**src/timer16_consts.svh**
```systemverilog
`ifndef TIMER16_CONSTS_SVH
`define TIMER16_CONSTS_SVH
`define ADDR_W 8
`define OFF_CTRL 8'h00
`define OFF_CMP_LO 8'h04
`define OFF_CMP_HI 8'h08
`define OFF_STATUS 8'h0C
`define CTRL_MODE_BIT 0
`define CTRL_CK_LSB 2
`define CTRL_CK_MSB 4
`define CTRL_RUN_BIT 5
`define CTRL_WR_MASK 8'h3D
`define CTRL_RST 8'h00
`define CMP_RST 16'hFFFF
`define CMP_LO_RST 8'hFF
`define STAT_PEND_BIT 16
`define STAT_WARM_BIT 17
`define CK_DIV11 3'h0
`define CK_DIV7 3'h1
`define CK_DIV5 3'h2
`define CK_DIV3 3'h3
`define CK_LF 3'h4
`define CK_DIV1 3'h5
`define CK_FC 3'h6
`define CK_EXT 3'h7
`define PRE_W 11
`define TAP_DIV11 11
`define TAP_DIV7 7
`define TAP_DIV5 5
`define TAP_DIV3 3
`define TAP_DIV1 1
`define LF_DIV_W 3
`define WARM_LSB 11
`define RESP_OKAY 2'h0
`define RESP_SLVERR 2'h2
`endif

```
**src/timer16_pkg.sv**
```systemverilog
package timer16_pkg;
    typedef enum logic [1:0] {
        MODE_TIMER,
        MODE_EVENT,
        MODE_WINDOW
    } mode_t;
endpackage

```
**src/pin_edge_if.sv**
```systemverilog
`timescale 1ns/1ns
interface pin_edge_if;
    logic level;
    logic rise;
    logic fall;
    modport src (output level, output rise, output fall);
    modport dst (input level, input rise, input fall);
endinterface

```
**src/timer16_event_window_counter.sv**
```systemverilog
// Design decisions made here: the placing of the registers and the AXI4-Lite slave port.
`timescale 1ns/1ns
`include "timer16_consts.svh"
module timer16_event_window_counter
    import timer16_pkg::*;
#(
    parameter int CNT_W = 16
) (
    // clock and reset
    input wire logic ref_clk,
    input wire logic rst,
    // axi4-lite write address and data
    input wire logic [`ADDR_W-1:0] s_axi_awaddr,
    input wire logic s_axi_awvalid,
    output logic s_axi_awready,
    input wire logic [31:0] s_axi_wdata,
    input wire logic [3:0] s_axi_wstrb,
    input wire logic s_axi_wvalid,
    output logic s_axi_wready,
    // axi4-lite write response
    output logic [1:0] s_axi_bresp,
    output logic s_axi_bvalid,
    input wire logic s_axi_bready,
    // axi4-lite read
    input wire logic [`ADDR_W-1:0] s_axi_araddr,
    input wire logic s_axi_arvalid,
    output logic s_axi_arready,
    output logic [31:0] s_axi_rdata,
    output logic [1:0] s_axi_rresp,
    output logic s_axi_rvalid,
    input wire logic s_axi_rready,
    // external count or window pin
    input wire logic count_input_pin,
    // power mode and clock context
    input wire logic low_freq_tick,
    input wire logic low_speed_mode_two,
    input wire logic stop_entry,
    input wire logic prescaler_tap_select,
    // match event
    output logic match_interrupt
);
    if (CNT_W != 16) begin : g_bad_width
        $error("compare register is two bytes, CNT_W must be 16");
    end

    pin_edge_if pin_edges ();

    pin_edge_sync u_pin_sync (
        .ref_clk(ref_clk),
        .rst(rst),
        .pin_in(count_input_pin),
        .edges(pin_edges)
    );

    // bus and register state
    logic aw_got_ff;
    logic nxt_aw_got;
    logic [`ADDR_W-1:0] awaddr_ff;
    logic [`ADDR_W-1:0] nxt_awaddr;
    logic w_got_ff;
    logic nxt_w_got;
    logic [7:0] wdata_ff;
    logic [7:0] nxt_wdata;
    logic wstrb0_ff;
    logic nxt_wstrb0;
    logic bvalid_ff;
    logic nxt_bvalid;
    logic [1:0] bresp_ff;
    logic [1:0] nxt_bresp;
    logic rvalid_ff;
    logic nxt_rvalid;
    logic [31:0] rdata_ff;
    logic [31:0] nxt_rdata;
    logic [1:0] rresp_ff;
    logic [1:0] nxt_rresp;
    logic [7:0] ctrl_ff;
    logic [7:0] nxt_ctrl;
    logic [7:0] cmp_lo_ff;
    logic [7:0] nxt_cmp_lo;
    logic [CNT_W-1:0] cmp_ff;
    logic [CNT_W-1:0] nxt_cmp;
    logic pend_ff;
    logic nxt_pend;
    // counter state
    logic [CNT_W-1:0] cnt_ff;
    logic [CNT_W-1:0] nxt_cnt;
    logic [`PRE_W-1:0] pre_ff;
    logic [`PRE_W-1:0] nxt_pre;
    logic [`LF_DIV_W-1:0] lf_div_ff;
    logic [`LF_DIV_W-1:0] nxt_lf_div;
    logic irq_ff;
    logic nxt_irq;
    // decode
    logic wr_fire;
    logic [2:0] ck_sel;
    mode_t mode;
    logic run;
    logic warm_sel;
    logic int_tick;
    logic [CNT_W-1:0] cnt_inc;

    function automatic mode_t mode_of(input logic [7:0] c);
        if (c[`CTRL_CK_MSB:`CTRL_CK_LSB] == `CK_EXT) begin
            return MODE_EVENT;
        end else if (c[`CTRL_MODE_BIT]) begin
            return MODE_WINDOW;
        end
        return MODE_TIMER;
    endfunction

    // low n bits of the prescaler all ones: one tick every 2^n clocks
    function automatic logic pre_tap(input logic [`PRE_W-1:0] p, input int n);
        logic r;
        r = 1'b1;
        for (int i = 0; i < `PRE_W; i++) begin
            if (i < n) begin
                r = r & p[i];
            end
        end
        return r;
    endfunction

    function automatic logic is_match(input logic [CNT_W-1:0] c, input logic [CNT_W-1:0] k,
                                      input logic warm);
        if (warm) begin
            return c[CNT_W-1:`WARM_LSB] == k[CNT_W-1:`WARM_LSB];
        end
        return c == k;
    endfunction

    assign ck_sel = ctrl_ff[`CTRL_CK_MSB:`CTRL_CK_LSB];
    assign mode = mode_of(ctrl_ff);
    assign run = ctrl_ff[`CTRL_RUN_BIT];
    assign warm_sel = low_speed_mode_two && (ck_sel == `CK_FC) && (mode == MODE_TIMER);
    assign wr_fire = aw_got_ff && w_got_ff && !bvalid_ff;
    assign cnt_inc = CNT_W'(cnt_ff + 1'b1);

    assign s_axi_awready = !aw_got_ff && !bvalid_ff;
    assign s_axi_wready = !w_got_ff && !bvalid_ff;
    assign s_axi_bvalid = bvalid_ff;
    assign s_axi_bresp = bresp_ff;
    assign s_axi_arready = !rvalid_ff;
    assign s_axi_rvalid = rvalid_ff;
    assign s_axi_rdata = rdata_ff;
    assign s_axi_rresp = rresp_ff;
    assign match_interrupt = irq_ff;

    // register bus: address and data taken in either order, answer after both
    always_comb begin
        nxt_aw_got = aw_got_ff;
        nxt_awaddr = awaddr_ff;
        nxt_w_got = w_got_ff;
        nxt_wdata = wdata_ff;
        nxt_wstrb0 = wstrb0_ff;
        nxt_bvalid = bvalid_ff;
        nxt_bresp = bresp_ff;
        nxt_rvalid = rvalid_ff;
        nxt_rdata = rdata_ff;
        nxt_rresp = rresp_ff;
        nxt_ctrl = ctrl_ff;
        nxt_cmp_lo = cmp_lo_ff;
        nxt_cmp = cmp_ff;
        nxt_pend = pend_ff;
        if (s_axi_awvalid && s_axi_awready) begin
            nxt_aw_got = 1'b1;
            nxt_awaddr = s_axi_awaddr;
        end
        if (s_axi_wvalid && s_axi_wready) begin
            nxt_w_got = 1'b1;
            nxt_wdata = s_axi_wdata[7:0];
            nxt_wstrb0 = s_axi_wstrb[0];
        end
        if (wr_fire) begin
            nxt_aw_got = 1'b0;
            nxt_w_got = 1'b0;
            nxt_bvalid = 1'b1;
            nxt_bresp = `RESP_OKAY;
            case (awaddr_ff)
                `OFF_CTRL: begin
                    if (wstrb0_ff) begin
                        nxt_ctrl = wdata_ff & `CTRL_WR_MASK;
                    end
                end
                `OFF_CMP_LO: begin
                    if (wstrb0_ff) begin
                        nxt_cmp_lo = wdata_ff;
                        nxt_pend = 1'b1;
                    end
                end
                `OFF_CMP_HI: begin
                    if (wstrb0_ff && pend_ff) begin
                        nxt_cmp = {wdata_ff, cmp_lo_ff};
                        nxt_pend = 1'b0;
                    end else if (wstrb0_ff && warm_sel) begin
                        nxt_cmp = {wdata_ff, cmp_ff[7:0]};
                    end
                end
                `OFF_STATUS: begin
                    nxt_bresp = `RESP_OKAY;
                end
                default: begin
                    nxt_bresp = `RESP_SLVERR;
                end
            endcase
        end else if (bvalid_ff && s_axi_bready) begin
            nxt_bvalid = 1'b0;
        end
        // stop power mode halts the counter, overriding a same-cycle write
        if (stop_entry) begin
            nxt_ctrl[`CTRL_RUN_BIT] = 1'b0;
        end
        if (rvalid_ff && s_axi_rready) begin
            nxt_rvalid = 1'b0;
        end
        if (s_axi_arvalid && s_axi_arready) begin
            nxt_rvalid = 1'b1;
            nxt_rresp = `RESP_OKAY;
            case (s_axi_araddr)
                `OFF_CTRL: nxt_rdata = {24'h00_0000, ctrl_ff & `CTRL_WR_MASK};
                `OFF_CMP_LO: nxt_rdata = {24'h00_0000, cmp_ff[7:0]};
                `OFF_CMP_HI: nxt_rdata = {24'h00_0000, cmp_ff[CNT_W-1:8]};
                `OFF_STATUS: begin
                    nxt_rdata = {{(32 - CNT_W){1'b0}}, cnt_ff};
                    nxt_rdata[`STAT_PEND_BIT] = pend_ff;
                    nxt_rdata[`STAT_WARM_BIT] = warm_sel;
                end
                default: begin
                    nxt_rdata = 32'h0000_0000;
                    nxt_rresp = `RESP_SLVERR;
                end
            endcase
        end
    end

    always_ff @(posedge ref_clk or posedge rst) begin
        if (rst) begin
            aw_got_ff <= 1'b0;
            awaddr_ff <= 8'h00;
            w_got_ff <= 1'b0;
            wdata_ff <= 8'h00;
            wstrb0_ff <= 1'b0;
            bvalid_ff <= 1'b0;
            bresp_ff <= `RESP_OKAY;
            rvalid_ff <= 1'b0;
            rdata_ff <= 32'h0000_0000;
            rresp_ff <= `RESP_OKAY;
            ctrl_ff <= `CTRL_RST;
            cmp_lo_ff <= `CMP_LO_RST;
            cmp_ff <= `CMP_RST;
            pend_ff <= 1'b0;
        end else begin
            aw_got_ff <= nxt_aw_got;
            awaddr_ff <= nxt_awaddr;
            w_got_ff <= nxt_w_got;
            wdata_ff <= nxt_wdata;
            wstrb0_ff <= nxt_wstrb0;
            bvalid_ff <= nxt_bvalid;
            bresp_ff <= nxt_bresp;
            rvalid_ff <= nxt_rvalid;
            rdata_ff <= nxt_rdata;
            rresp_ff <= nxt_rresp;
            ctrl_ff <= nxt_ctrl;
            cmp_lo_ff <= nxt_cmp_lo;
            cmp_ff <= nxt_cmp;
            pend_ff <= nxt_pend;
        end
    end

    // counting: tick selection, mode handling and match
    always_comb begin
        nxt_pre = `PRE_W'(pre_ff + 1'b1);
        nxt_lf_div = low_freq_tick ? `LF_DIV_W'(lf_div_ff + 1'b1) : lf_div_ff;
        nxt_cnt = cnt_ff;
        nxt_irq = 1'b0;
        case (ck_sel)
            `CK_DIV11: int_tick = prescaler_tap_select ? (low_freq_tick && &lf_div_ff) : pre_tap(pre_ff, `TAP_DIV11);
            `CK_DIV7: int_tick = pre_tap(pre_ff, `TAP_DIV7);
            `CK_DIV5: int_tick = pre_tap(pre_ff, `TAP_DIV5);
            `CK_DIV3: int_tick = pre_tap(pre_ff, `TAP_DIV3);
            `CK_LF: int_tick = low_freq_tick;
            `CK_DIV1: int_tick = pre_tap(pre_ff, `TAP_DIV1);
            `CK_FC: int_tick = warm_sel;
            default: int_tick = 1'b0;
        endcase
        if (!run) begin
            nxt_cnt = '0;
        end else if (mode == MODE_EVENT) begin
            if (pin_edges.rise) begin
                nxt_cnt = cnt_inc;
            end
            if (pin_edges.fall && is_match(cnt_ff, cmp_ff, 1'b0)) begin
                nxt_cnt = '0;
                nxt_irq = 1'b1;
            end
        end else if (int_tick && (mode == MODE_TIMER || pin_edges.level)) begin
            if (is_match(cnt_inc, cmp_ff, warm_sel)) begin
                nxt_cnt = '0;
                nxt_irq = 1'b1;
            end else begin
                nxt_cnt = cnt_inc;
            end
        end
    end

    always_ff @(posedge ref_clk or posedge rst) begin
        if (rst) begin
            cnt_ff <= '0;
            pre_ff <= '0;
            lf_div_ff <= '0;
            irq_ff <= 1'b0;
        end else begin
            cnt_ff <= nxt_cnt;
            pre_ff <= nxt_pre;
            lf_div_ff <= nxt_lf_div;
            irq_ff <= nxt_irq;
        end
    end

    property p_irq_single;
        @(posedge ref_clk) disable iff (rst)
        irq_ff |=> !irq_ff;
    endproperty
    a_irq_single: assert property (p_irq_single) else $error("match pulse longer than one cycle");

    property p_pair_commit;
        @(posedge ref_clk) disable iff (rst)
        wr_fire && awaddr_ff == `OFF_CMP_HI && wstrb0_ff && pend_ff
        |=> cmp_ff == {$past(wdata_ff), $past(cmp_lo_ff)} && !pend_ff;
    endproperty
    a_pair_commit: assert property (p_pair_commit) else $error("high byte did not commit pair");

    property p_low_holds;
        @(posedge ref_clk) disable iff (rst)
        wr_fire && awaddr_ff == `OFF_CMP_LO |=> cmp_ff == $past(cmp_ff);
    endproperty
    a_low_holds: assert property (p_low_holds) else $error("low byte changed live compare");

    property p_stop_halts;
        @(posedge ref_clk) disable iff (rst)
        stop_entry |=> !ctrl_ff[`CTRL_RUN_BIT] ##1 cnt_ff == '0;
    endproperty
    a_stop_halts: assert property (p_stop_halts) else $error("stop entry left counter running");

    property p_event_on_fall;
        @(posedge ref_clk) disable iff (rst)
        irq_ff && $past(mode) == MODE_EVENT |-> $past(pin_edges.fall) && cnt_ff == '0;
    endproperty
    a_event_on_fall: assert property (p_event_on_fall) else $error("event match not on falling edge");

    property p_window_gate;
        @(posedge ref_clk) disable iff (rst)
        run && mode == MODE_WINDOW && !pin_edges.level |=> cnt_ff == $past(cnt_ff) && !irq_ff;
    endproperty
    a_window_gate: assert property (p_window_gate) else $error("window counted with pin low");

    property p_timer_clear;
        @(posedge ref_clk) disable iff (rst)
        run && mode == MODE_TIMER && int_tick && !warm_sel && cnt_inc == cmp_ff |=> irq_ff && cnt_ff == '0;
    endproperty
    a_timer_clear: assert property (p_timer_clear) else $error("timer match did not clear and pulse");

    property p_fc_only_low_speed_mode_two;
        @(posedge ref_clk) disable iff (rst)
        run && ck_sel == `CK_FC && !low_speed_mode_two |=> cnt_ff == $past(cnt_ff);
    endproperty
    a_fc_only_low_speed_mode_two: assert property (p_fc_only_low_speed_mode_two) else $error("fast clock counted outside mode two");

    property p_ctrl_read;
        @(posedge ref_clk) disable iff (rst)
        s_axi_arvalid && s_axi_arready && s_axi_araddr == `OFF_CTRL
        |=> s_axi_rvalid && s_axi_rdata[7:6] == 2'h0 && s_axi_rdata[1] == 1'b0;
    endproperty
    a_ctrl_read: assert property (p_ctrl_read) else $error("control read showed undefined bits");
endmodule

```
**src/pin_edge_sync.sv**
```systemverilog
`timescale 1ns/1ns
module pin_edge_sync (
    // clock and reset
    input wire logic ref_clk,
    input wire logic rst,
    // raw pin and cleaned result
    input wire logic pin_in,
    pin_edge_if.src edges
);
    logic [2:0] sync_ff;
    logic [2:0] nxt_sync;
    logic level_ff;
    logic nxt_level;
    logic rise_ff;
    logic nxt_rise;
    logic fall_ff;
    logic nxt_fall;
    logic agree;

    // a change counts once the second and third stages agree
    always_comb begin
        nxt_sync = {sync_ff[1:0], pin_in};
        agree = (sync_ff[1] == sync_ff[2]);
        nxt_level = agree ? sync_ff[2] : level_ff;
        nxt_rise = agree && sync_ff[2] && !level_ff;
        nxt_fall = agree && !sync_ff[2] && level_ff;
    end

    always_ff @(posedge ref_clk or posedge rst) begin
        if (rst) begin
            sync_ff <= 3'h0;
            level_ff <= 1'b0;
            rise_ff <= 1'b0;
            fall_ff <= 1'b0;
        end else begin
            sync_ff <= nxt_sync;
            level_ff <= nxt_level;
            rise_ff <= nxt_rise;
            fall_ff <= nxt_fall;
        end
    end

    assign edges.level = level_ff;
    assign edges.rise = rise_ff;
    assign edges.fall = fall_ff;
endmodule

```
**config.mk**
```make
export PLATFORM = sky130hd
export DESIGN_NAME = timer16_event_window_counter
export DESIGN_NICKNAME = d
export VERILOG_FILES = /design/src/timer16_pkg.sv /design/src/pin_edge_if.sv /design/src/timer16_event_window_counter.sv /design/src/pin_edge_sync.sv
export VERILOG_INCLUDE_DIRS = /design/src
export SDC_FILE = /design/constraint.sdc
export NUM_CORES = 1
export LEC_CHECK = 0
export ABC_AREA = 1
export BUFFER_PORTS_ARGS = -buffer_cell sky130_fd_sc_hd__buf_2
export CAP_MARGIN = 20
export CORE_MARGIN = 8
export CORE_UTILIZATION = 60
export CTS_CLUSTER_DIAMETER = 150
export DETAILED_ROUTE_END_ITERATION = 6
export PLACE_DENSITY = 0.88
export RECOVER_POWER = 25
export SETUP_SLACK_MARGIN = 0.2
export SLEW_MARGIN = 20
export SYNTH_ARGS = -nofsm -noshare
export SYNTH_HDL_FRONTEND = slang
export SYNTH_SLANG_ARGS = --single-unit
```
**constraint.sdc**
```tcl
create_clock -name ref_clk -period 5.65 [get_ports ref_clk]
set_input_delay 0.565 -clock ref_clk [delete_from_list [all_inputs] [get_ports ref_clk]]
set_output_delay 0.565 -clock ref_clk [all_outputs]
set_load 0.01 [all_outputs]
```
-- Word-level counts from Yosys, hierarchy flattened
Index checks and enable logic that the tools add are counted.
Widths: inputs -> output; s select.
- divide/modulo/power cells: 0
- reductions and logical operators: 50
- magnitude comparators: 0
- multiplexer cells: 69
- bitwise gates (word level): 22
- add/sub/neg operators: 3
- shifts and indexed selects: 0
- equality and inequality tests: 22
- multiply operators: 0
- operator list (operator ; number):
    $mux 16 ; 8
    $pmux 18 s4 ; 1
    $mux 1 ; 50
    $eq 16x16->1 ; 2
    $eq 8x4->1 const B ; 4
    $and 1x1->1 ; 22
    $logic_and 1x1->1 ; 20
    $mux 6 ; 3
    $reduce_and 3->1 ; 6
    $reduce_bool 2->1 ; 9
    $add 16x1->16 const B ; 1
    $eq 8x3->1 const B ; 2
    $logic_not 8->1 ; 2
    $eq 3x3->1 const B ; 4
    $add 11x1->11 const B ; 1
    $mux 2 ; 5
    $reduce_or 4->1 ; 2
    $pmux 1 s7 ; 1
    $eq 3x2->1 const B ; 2
    $logic_not 1->1 ; 6
    $eq 5x5->1 ; 1
    $ne 2x2->1 const B ; 2
    $ne 4x2->1 const B ; 1
    $reduce_and 4->1 ; 1
    other kinds (10) ; 10
- output and inout port bits: 42
- RAM bits: 0
- bits in registers: 124
- latch bits: 0
- bits of input ports: 64
- memory bits (read-only): 0
- memories kept: 0

-- Depth between registers and ports, before layout
Gate-level depths: netlist of run 1.
- depth in word-level cells: 35
- depth in mapped cells: 17
- depth with buffers taken out: 15

-- Hierarchy
Synthesis of run 1 repeated with hierarchy kept, for this count alone.
- cell total of the unflattened synthesis: 724
- area, all modules: 5760.5 um^2
- by module, submodules not included (module ; sequential area each (um^2) ; area each (um^2) ; cells an instance ; instances):
    timer16_event_window_counter ; 2582.5 ; 5544.1 ; 705 ; 1
    pin_edge_sync ; 150.1 ; 216.5 ; 19 ; 1

-- Worst setup path before layout of run 1
Ideal clock, no wire load.
- kind: register to register
- start: register cnt_ff[1]
- end: register cnt_ff[0]
- required time: 5.534 ns
- arrival time: 1.789 ns
- period minus slack after synthesis: 1.905 ns
- setup time: 0.116 ns
- stages on the path, launching flop included: 16
- setup slack: 3.745 ns
- path buffers: 1
- cells stage by stage: dfrtp_1 > ha_1 > nand3_2 > nor2_2 > nand2_2 > inv_2 > nand2_1 > nand2_1 > nand2_1 > nand2_1 > nand3_2 > nor2_4 > nand3_4 > buf_6 > nand2_1 > nand2_1
- cells in the longest elaborated chain, start to end: 11
- elaborated cells between the ends (all ways): 17
- ends and longest elaborated chain (item ; line ; source):
    start, declared ; timer16_event_window_counter.sv:85 ; logic [CNT_W-1:0] cnt_ff;
    start signal, assigned ; timer16_event_window_counter.sv:312 ; cnt_ff <= nxt_cnt;
    $add 16x1->16 ; timer16_event_window_counter.sv:136 ; assign cnt_inc = CNT_W'(cnt_ff + 1'b1);
    $eq 5x5->1 ; timer16_event_window_counter.sv:126 ; return c[CNT_W-1:`WARM_LSB] == k[CNT_W-1:`WARM_LSB];
    $mux 1 ; timer16_event_window_counter.sv:125 ; if (warm) begin
    $mux 1 ; timer16_event_window_counter.sv:128 ; return c == k;
    $mux 1 ; timer16_event_window_counter.sv:295 ; end else if (int_tick && (mode == MODE_TIMER || pin_edges.level)) begin
    $mux 1 ; timer16_event_window_counter.sv:287 ; end else if (mode == MODE_EVENT) begin
    $mux 1 ; timer16_event_window_counter.sv:285 ; if (!run) begin
    $mux 16 ; timer16_event_window_counter.sv:296 ; if (is_match(cnt_inc, cmp_ff, warm_sel)) begin
    $mux 16 ; timer16_event_window_counter.sv:295 ;
    $mux 16 ; timer16_event_window_counter.sv:287 ;
    $mux 16 ; timer16_event_window_counter.sv:285 ;
Parallel ways exist; a longest one is shown, timed or not. The select of a mux whose other input is x is not followed.
A chain may end at the register's enable or synchronous reset.

==> metrics.cfg, run 1 <==
[cts]
cts.sinks = 108
htreeDepth = 3
postCtsSetupBuffers = 0
cts_tree = built
cts.clk_slew.worst_paths_ns = 0.11
clock_latency_ns = 0.38
ctsRootBufferMaster = clkbuf_8
cts_max_path_buffers = 2
cts_buffers = 9
cts_hold_buf = 0
cts-resized-gates = 0

[yosys]
synth_compound_area_frac = 0.0822
yosysWarnings = 0
synth.mux.area_fraction = 0.0141
ys_async_sr_fraction = 1.00
synth_fa_ha_area_frac = 0.0156
mappedNetlistArea_mm2 = 0.00560
syn-instance-count = 712
synth-seq-cells = 108
avgSynthCellArea_um2 = 7.86
synth_edf_count = 0
synth_seq_area_share = 0.488
synth_flop_cell = dfrtp_1
synth_top_family_by_area = simple AND/OR/NAND/NOR gates
synth.distinct_cells = 38
synthXorXnorAreaFrac = 0.0344
synth-simple-area-share = 0.272

[setup_path]
cp_max_fo = 76
crit_arrival_ns = 3.07
cp-start-kind = primary input
critPathCaptureType = asynchronous set/reset pin
cp_data_required_time_ns = 6.14
critPathKind = in -> async

[final_layout]
area_growth_pct = 9.50
antennaDiodeCount = 0
nets = 843
fin_area_mm2 = 0.00613
drive_gt1_frac = 0.158

[global_routing]
grt_pass1_vias = 4807
grt_pass1_wl_mm = 23.2
grt-ovfl-total = 0
grt_util_all_layers = 0.228
grt_max_degree = 77
antenna_found_initial = 0

[outcome]
violations = capacitance limit, slew limit
outcome = finished, violations left

[sta]
report.final.slew_viol_count = 77
maxSlewHeadroom = -1.10
fin_setup_tns_ns = 0
finalClockSkew_ns = 0.0101
fmax_mhz = 389
setup_viol = 0
hold_viol_final = 0
fin_crit_sh = 0.456
worst_pin_slew_ns = 3.13
finalCriticalPeriod_ns = 2.57
rsz0062_at_grt = no

[placement]
dp_hpwl_mm = 10.5
placed_area_mm2 = 0.00593
place_congestion = 0.923
numPortBuffers = 62

[power_and_ir_drop]
vdd_drop_max_mv = 0.276
p_leak_nw = 2.97
power_density_mw_per_mm2 = 280

[route]
num_vias = 4774
antenna_left = 0
wl_per_cell_um = 15.5
drc_errors = 0
drt_iter0_drc = 281
drt_wl_total_mm = 13.8
vias_per_cell = 5.38
first_pass_iters = 5

[floorplanning]
dieHeight_um = 113
ios = 106
floorplan.die_area_mm2 = 0.0127
initial_core_util = 0.612
die_w_um = 113
core_mm2 = 0.00915
rows = 35

[worst_hold_path]
min_path_type = in -> reg

[run]
maxCapViolations = 1

[through the flow]
stage / utilization / power [mW] / std cells / setup slack, ns / hold WS [ns]
finish: 0.670 / 1.72 / 888 / 3.08 / 0.292
global route: 0.670 / 1.81 / 888 / 2.55 / 0.270
CTS: 0.669 / 1.73 / 887 / 3.23 / 0.280
detailed placement: 0.647 / 1.24 / 871 / 3.26 / 0.345
global placement: 0.647 / 1.22 / 871 / 3.31 / 0.336
floorplan: - / 1.15 / 727 / 2.28 / 0.331
[cell families after synthesis]
logic type,count (synthesis)
compound gates,85
xor+xnor,22
fa+ha+maj,7
buf+inv,118
flops,108
mux,7
other cells,1
simple gates,364
[area by class of cell]
class	count	area [µm²]
Clock inverter	5	67.6
Inverter	88	332
Sequential cell	108	2730
Timing Repair Buffer	64	325
Multi-Input combinational cell	501	2400
Fill cell	778	3020
Clock buffer	11	131
Tap cell	111	139
[report_power, final]
part	switching, mW	internal (mW)
combinational	0.178	0.103
sequential	0.0646	0.883
clock	0.277	0.213
[routing by layer]
layer,up-vias,global-route usage,part of all wire
li1,2339,-,-
met1,2283,0.274,0.42
met4,0,0.0665,0.018
met5,-,0,0
met2,129,0.400,0.51
met3,23,0.0488,0.044
[placed cells by master (no fill, tap or decap), types with 2 or more instances in the layout]
cell,instances
inv_1,83
inv_6,2
o21ai_0,55
nand4_1,8
o2111ai_1,2
nor2_4,2
ha_1,7
nand3_1,41
nand3b_1,2
buf_2,62
nor2_1,63
xor2_1,13
nand2_2,3
conb_1,16
nor4_1,4
o22ai_1,6
nor3_1,5
dfrtp_1,84
clkbuf_8,9
mux2_2,7
nand3_2,2
nand2_1,229
clkbuf_1,2
o211ai_1,4
nor2_2,2
clkinv_1,3
a21oi_1,14
dfstp_2,24
xnor2_1,9
[registers in the layout, indices dropped and copies added (netlist names)]
signal,flops
match_interrupt,1
cnt_ff,16
pre_ff,11
s_axi_rdata,18
lf_div_ff,3
s_axi_rresp,1
u_pin_sync.sync_ff,3
s_axi_rvalid,1
u_pin_sync.edges.fall,1
wdata_ff,8
ctrl_ff,5
w_got_ff,1
cmp_lo_ff,8
pend_ff,1
aw_got_ff,1
s_axi_bresp,1
cmp_ff,16
u_pin_sync.edges.level,1
s_axi_bvalid,1
wstrb0_ff,1
u_pin_sync.edges.rise,1
awaddr_ff,8
[critical path: stages]
cell        delay, ns
buf_2            0.10
clkinvlp_2       1.75
buf_4            0.64
[synthesized netlist by cell type, types with 6 or more instances]
cell type,number,area [µm²]
xnor2_1,9,78.8
buf_4,17,128
ha_1,7,87.6
nand3_1,41,205
mux2_2,7,78.8
nor2_1,63,236
o21ai_0,55,275
clkbuf_1,8,30.0
o22ai_1,6,37.5
nand4_1,8,50.1
dfstp_2,24,631
nand2_1,229,860
dfrtp_1,84,2100
xor2_1,13,114
a21oi_1,14,70.1
inv_1,84,315
[worst paths after layout]
kind	startpoint	end	slack, ns	cells past startpoint
setup / recovery	rst	cmp_ff[4]	3.08	3
hold / removal	count_input_pin	u_pin_sync.sync_ff[0]	0.29	1
setup reg to reg	cnt_ff[1]	cnt_ff[9]	3.24	14
hold reg to reg	u_pin_sync.sync_ff[0]	u_pin_sync.sync_ff[1]	0.35	0
max in group ref_clk	cnt_ff[1]	cnt_ff[9]	3.24	14
min in group asynchronous	rst	pre_ff[10]	1.06	2
Power figures use the tool's default switching activity.
==> run 2, diff against run 1 <==
--- a/config.mk
+++ b/config.mk
@@ -10,10 +10,10 @@
 export BUFFER_PORTS_ARGS = -buffer_cell sky130_fd_sc_hd__buf_2
 export CAP_MARGIN = 20
 export CORE_MARGIN = 8
-export CORE_UTILIZATION = 60
+export CORE_UTILIZATION = 50
 export CTS_CLUSTER_DIAMETER = 150
 export DETAILED_ROUTE_END_ITERATION = 6
-export PLACE_DENSITY = 0.88
+export PLACE_DENSITY = 0.79
 export RECOVER_POWER = 25
 export SETUP_SLACK_MARGIN = 0.2
 export SLEW_MARGIN = 20
==> constraint.sdc (replaced) <==
create_clock -name ref_clk -period 2.25 [get_ports ref_clk]
set_input_delay 0.225 -clock ref_clk [delete_from_list [all_inputs] [get_ports ref_clk]]
set_output_delay 0.225 -clock ref_clk [all_outputs]
set_load 0.01 [all_outputs]
==> metrics.cfg, run 2 (synthesis results as in run 1) <==
[outcome]
outcome = complete, no violations

[final_layout]
antennaDiodeCount = 0  ; unchanged
multi_input_area_mm2 = 0.00261  ; +8.5%
fillers = 981  ; +26%
drive_gt1_frac = 0.213  ; +0.0548
final_common_cell = nand2_1
area_growth_pct = 18.0
layout.cells.non_filler = 947  ; +6.6%
seq_area_mm2 = 0.00274  ; +0.37%
largest_reg_flops = 18  ; unchanged
final_cell_mix = 211 x nand2_1, 82 x inv_1, 76 x dfrtp_1, 55 x o21ai_0, 49 x nor2_1
nets = 873  ; +3.6%

[cts]
ctsRootBufferMaster = clkbuf_8
cts.sinks = 108  ; unchanged
cts_max_path_buffers = 2  ; unchanged
cts_tree = built
clock_latency_ns = 0.39  ; about the same
cts.clk_slew.worst_paths_ns = 0.10  ; about the same
cts_buffers = 9  ; unchanged
htreeDepth = 3  ; unchanged

[setup_path]
r2r-start = cnt_ff[0]
r2r_slack_ns = 0.15  ; -3.09 ns
cpMostUsedCell = nand2_4
crit_arrival_ns = 2.42  ; -0.65 ns
cp_data_required_time_ns = 2.57  ; -3.57 ns
worstPathCellList = buf_4, buf_4, nand2_4, nand2_4, nor2_2, nand3_1, nor2_1, nand3_2, nand2_2, nor2_2, nand2_4, nand2_8, nor2_1, nand2_2, nand2_1
rr_worst_depth = 15  ; +1
crit_path_top_delay_cell = dfrtp_2
crit_buf_inv = 2  ; -1
r2r_end = cnt_ff[10]
critPathCaptureType = flop
crit_family = simple AND/OR/NAND/NOR gates
cp_max_fo = 8  ; -89%
cp_slowest_stage_delay_ns = 0.46  ; -1.29 ns
cp-start-kind = flop
worst-path-stages = 15  ; +12
critPathKind = reg -> reg

[sta]
fin_setup_tns_ns = 0  ; unchanged
fin_hold_ws_ns = 0.0217  ; -0.270 ns
report.final.slew_viol_count = 0  ; -100%
fmax_mhz = 477
setup_viol = 0  ; unchanged
rsz0062_at_grt = yes
finalCriticalPeriod_ns = 2.10
fin_crit_sh = 0.932
finalClockSkew_ns = 0.0129  ; +0.00278 ns
maxSlewHeadroom = 0.345  ; +1.44
hold_viol_final = 0  ; unchanged
worst_pin_slew_ns = 0.977  ; -2.15 ns

[route]
drt_wl_total_mm = 14.2  ; +3.0%
first_pass_iters = 7  ; +2
vias_per_cell = 5.19  ; -3.5%
drc_errors = 0  ; unchanged
num_vias = 4913  ; +2.9%
antenna_left = 0  ; unchanged
wl_per_cell_um = 15.0  ; -3.4%
drt_iter0_drc = 337  ; +20%

[worst_hold_path]
whs_path_depth = 2  ; +1
min_path_type = in -> reg
hold_end = s_axi_rvalid
min-delay-start = s_axi_rready

[floorplanning]
rows = 38  ; +8.6%
core_mm2 = 0.0109  ; +19%
floorplan.die_area_mm2 = 0.0148  ; +17%
ios = 106  ; unchanged
die_w_um = 122  ; +8.2%
dieHeight_um = 122  ; +8.2%
initial_core_util = 0.514  ; -0.0975

[run]
maxCapViolations = 0  ; -1

[power_and_ir_drop]
p_leak_nw = 3.02  ; +1.9%
switching_power_mw = 1.29  ; +150%
power_density_mw_per_mm2 = 638  ; +130%
seq_power_share = 0.561  ; +0.009
combPwrFrac = 0.166  ; +0.002
switching_share = 0.305  ; +0.00321
p_clk_frac = 0.273  ; -0.012
p_int_mw = 2.93  ; +140%
vdd_drop_max_mv = 0.673  ; +140%

[placement]
place_congestion = 0.971  ; +5.2%
dp_hpwl_mm = 10.0  ; -4.1%
dp.cells = 919  ; +5.5%
numPortBuffers = 62  ; unchanged

[global_routing]
grt_pass1_wl_mm = 22.5  ; -3.2%
grt_pass1_vias = 4632  ; -3.6%
antenna_found_initial = 0  ; unchanged
grt-ovfl-total = 0  ; unchanged
grt_util_all_layers = 0.189  ; -0.0386
grt_max_degree = 66  ; -14%

[run 2: changes by cell type in the layout (fill, tap and decap cells not counted), sizes merged]
cell and delta:
nand2 +1, inv +1, dlygate4sd3 +4, bufinv -1, clkbuf +24, nand3 +1
[run 2: power groups by stage]
stage	clock, mW	sequential, mW	combinational, mW
after floorplan	0	2.37	0.516
after global placement	0	2.40	0.682
after detailed placement	0	2.40	0.709
after CTS	1.17	2.37	0.719
after global routing	1.25	2.39	0.819
final	1.15	2.37	0.700
[run 2: worst max path at each step]
stage / to / start
floorplan: cnt_ff[0] / cnt_ff[1]
detailed placement: cnt_ff[10] / cnt_ff[0]
global route: cnt_ff[10] / cnt_ff[1]
global placement: cnt_ff[15] / cnt_ff[0]
CTS: cnt_ff[10] / cnt_ff[1]
finish: cnt_ff[10] / cnt_ff[0]
[run 2: area by class of cell]
cell class	count	share of cell area
Tap cell	140	0.0265
Clock buffer	11	0.0214
Timing Repair Buffer	92	0.0848
Clock inverter	5	0.00644
Inverter	88	0.0509
Sequential cell	108	0.415
Multi-Input combinational cell	503	0.395
[run 2: per-layer routing]
layer  routed length, µm  up-vias  global-route usage
met1                6100     2298               0.248
met5                   0        -                   0
met4                 371        0              0.0663
met3                1040       31              0.0398
met2                6660      170               0.305
li1                    -     2414                   -
[run 2: timing repair]
| action | 4_1_cts | 5_1_grt |
|---|---|---|
| pin swaps | 11 | 30 |
| cloned | 1 | 2 |
| endpoints found under the hold margin | 22 | 0 |
| resized for setup | 13 | 52 |
| setup buffers | 1 | 4 |
| setup endpoints to repair | 17 | 25 |
| hold buffers | 4 | 0 |
[run 2: per-stage QoR]
step | util | cell area [µm²] | worst slack, ns | power [mW]
after detailed placement | 0.563 | 6130 | 0.0392 | 3.11
after global routing | 0.607 | 6610 | 0.0372 | 4.46
after global placement | 0.563 | 6130 | 0.112 | 3.08
final | 0.607 | 6610 | 0.154 | 4.22
after CTS | 0.590 | 6420 | 0.192 | 4.26
after floorplan | - | 5660 | 0.345 | 2.89
[run 2: worst register-to-register path: stages (launching register included)]
cell	delay, ns
dfrtp_2	0.46
buf_4	0.14
buf_4	0.14
nand2_4	0.07
nand2_4	0.06
nor2_2	0.11
nand3_1	0.07
nor2_1	0.14
nand3_2	0.12
nand2_2	0.11
nor2_2	0.05
nand2_4	0.17
nand2_8	0.12
nor2_1	0.16
nand2_2	0.05
nand2_1	0.06
==> run 3, diff against run 2 <==
--- a/config.mk
+++ b/config.mk
@@ -14,7 +14,7 @@
 export CTS_CLUSTER_DIAMETER = 150
 export DETAILED_ROUTE_END_ITERATION = 6
 export PLACE_DENSITY = 0.79
-export RECOVER_POWER = 25
+export RECOVER_POWER = 100
 export SETUP_SLACK_MARGIN = 0.2
 export SLEW_MARGIN = 20
 export SYNTH_ARGS = -nofsm -noshare
==> metrics.cfg, run 3 (synthesis results as in run 1) <==
[floorplanning]
floorplan.die_area_mm2 = 0.0148  ; unchanged
rows = 38  ; unchanged
ios = 106  ; unchanged
initial_core_util = 0.514  ; unchanged
dieHeight_um = 122  ; unchanged
die_w_um = 122  ; unchanged
core_mm2 = 0.0109  ; unchanged

[power_and_ir_drop]
p_int_mw = 2.92  ; -0.32%
combPwrFrac = 0.164  ; -0.002
switching_power_mw = 1.29  ; about the same
seq_power_share = 0.562  ; about the same
switching_share = 0.306  ; +0.000485
p_clk_frac = 0.274  ; about the same
p_leak_nw = 3.00  ; -0.85%
vdd_drop_max_mv = 0.650  ; -3.4%
power_density_mw_per_mm2 = 641  ; +0.47%

[cts]
cts.clk_slew.worst_paths_ns = 0.10  ; about the same
cts.sinks = 108  ; unchanged
clock_latency_ns = 0.39  ; about the same
htreeDepth = 3  ; unchanged
cts_tree = built
cts_buffers = 9  ; unchanged
cts_max_path_buffers = 2  ; unchanged
ctsRootBufferMaster = clkbuf_8

[worst_hold_path]
min_path_type = in -> reg

[route]
drt_iter0_drc = 312  ; -7.4%
drt_wl_total_mm = 14.1  ; -0.50%
wl_per_cell_um = 14.9  ; -0.50%
first_pass_iters = 5  ; -2
drc_errors = 0  ; unchanged
antenna_left = 0  ; unchanged
vias_per_cell = 5.14  ; -0.90%
num_vias = 4869  ; -0.90%

[final_layout]
final_common_cell = nand2_1
drive_gt1_frac = 0.204  ; -0.00867
area_growth_pct = 17.2
nets = 873  ; unchanged
fillers = 988  ; +0.71%
largest_reg_flops = 18  ; unchanged
antennaDiodeCount = 0  ; unchanged
final_cell_mix = 211 x nand2_1, 82 x inv_1, 76 x dfrtp_1, 55 x o21ai_0, 51 x nor2_1
layout.cells.non_filler = 947  ; unchanged

[setup_path]
cp_slowest_stage_delay_ns = 0.46  ; about the same
cpMostUsedCell = nand2_4
cp_max_fo = 8  ; unchanged
critPathKind = reg -> reg
cp_data_required_time_ns = 2.53  ; -0.04 ns
cp-start-kind = flop
crit_arrival_ns = 2.37  ; -0.05 ns
critPathCaptureType = flop
crit_path_top_delay_cell = dfrtp_2
worstPathCellList = clkbuf_4, buf_4, nand2_4, nand2_4, nor2_1, nand3_1, nor2_1, nand3_2, nand2_2, nor2_2, nand2_4, inv_6, buf_4, nand2_1, nand2_1

[sta]
fin_setup_tns_ns = 0  ; unchanged
report.final.slew_viol_count = 0  ; unchanged
rsz0062_at_grt = yes
fin_crit_sh = 0.932  ; about the same
finalClockSkew_ns = 0.0130  ; +0.0000988 ns
worst_pin_slew_ns = 0.970  ; -0.00722 ns
finalCriticalPeriod_ns = 2.10  ; +0.00109 ns
fmax_mhz = 477  ; about the same
setup_viol = 0  ; unchanged
maxSlewHeadroom = 0.350  ; +0.00484
hold_viol_final = 0  ; unchanged

[placement]
numPortBuffers = 62  ; unchanged
dp_hpwl_mm = 10.0  ; unchanged
place_congestion = 0.971  ; unchanged
dp.cells = 919  ; unchanged

[global_routing]
grt_pass1_vias = 4632  ; unchanged
antenna_found_initial = 0  ; unchanged
grt_max_degree = 66  ; unchanged
grt_pass1_wl_mm = 22.5  ; unchanged
grt-ovfl-total = 0  ; unchanged
grt_util_all_layers = 0.189  ; unchanged

[outcome]
outcome = complete, no violations

[run]
maxCapViolations = 0  ; unchanged

==> run 3: cell count changes in the layout (fill, tap and decap cells not counted), sizes merged <==
| cell | delta |
|---|---|
| buf | -8 |
| clkbuf | +8 |
==> run 3: worst paths after layout <==
check / slack (ns) / startpoint / end / cells past startpoint
max in group asynchronous: 0.64 / rst / cnt_ff[7] / 4
hold / removal: 0.02 / s_axi_rready / s_axi_rvalid / 2
setup reg to reg: 0.15 / cnt_ff[0] / cnt_ff[9] / 15
setup / recovery: 0.15 / cnt_ff[0] / cnt_ff[9] / 15
hold reg to reg: 0.36 / u_pin_sync.sync_ff[0] / u_pin_sync.sync_ff[1] / 0
min in group asynchronous: 0.54 / rst / s_axi_rdata[5] / 3
==> run 3: what timing repair did <==
action / in CTS / in global routing
pin swaps: 11 / 30
hold endpoints to repair: 22 / 0
endpoints found under the setup margin: 17 / 25
cloned: 1 / 2
resized for setup: 13 / 52
buffers inserted: 1 / 4
hold buffers: 4 / 0
==> run 3: layout make-up <==
class	instances	area [µm²]	share of cell area
sequential	108	2740	0.418
multi-input combinational	503	2600	0.397
timing repair buffer	92	518	0.0790
inverter	88	337	0.0513
tap	140	175	0.0267
clock buffer	11	141	0.0216
clock inverter	5	42.5	0.00648
==> run 3: per-layer routing <==
layer | GRT usage | wire (µm)
met2 | 0.305 | 6640
met3 | 0.0398 | 1000
met1 | 0.248 | 6100
met4 | 0.0663 | 365
met5 | 0 | 0
==> run 3: worst max-delay path, delay by kind of cell (launching register included) <==
family	cells	cell delay [ns]
and+or+nand+nor	11	1.00
buffers and inverters	4	0.52
DFF	1	0.46
==> run 3: power by group through the flow <==
| stage | Combinational [mW] | Sequential [mW] | Clock (mW) |
|---|---|---|---|
| finish | 0.690 | 2.37 | 1.15 |
| global route | 0.810 | 2.39 | 1.25 |
| CTS | 0.719 | 2.37 | 1.17 |
| detailed placement | 0.709 | 2.40 | 0 |
| global placement | 0.682 | 2.40 | 0 |
| floorplan | 0.516 | 2.37 | 0 |
==> run 3: stage by stage <==
| stage | setup WS [ns] | power [mW] | instance area [µm²] | utilization | hold WS, ns |
|---|---|---|---|---|---|
| global route | 0.0346 | 4.45 | 6560 | 0.603 | 0.0433 |
| global placement | 0.112 | 3.08 | 6130 | 0.563 | 0.273 |
| floorplan | 0.345 | 2.89 | 5660 | - | 0.256 |
| detailed placement | 0.0392 | 3.11 | 6130 | 0.563 | 0.273 |
| finish | 0.153 | 4.21 | 6560 | 0.603 | 0.0231 |
| CTS | 0.192 | 4.26 | 6420 | 0.590 | 0.0192 |
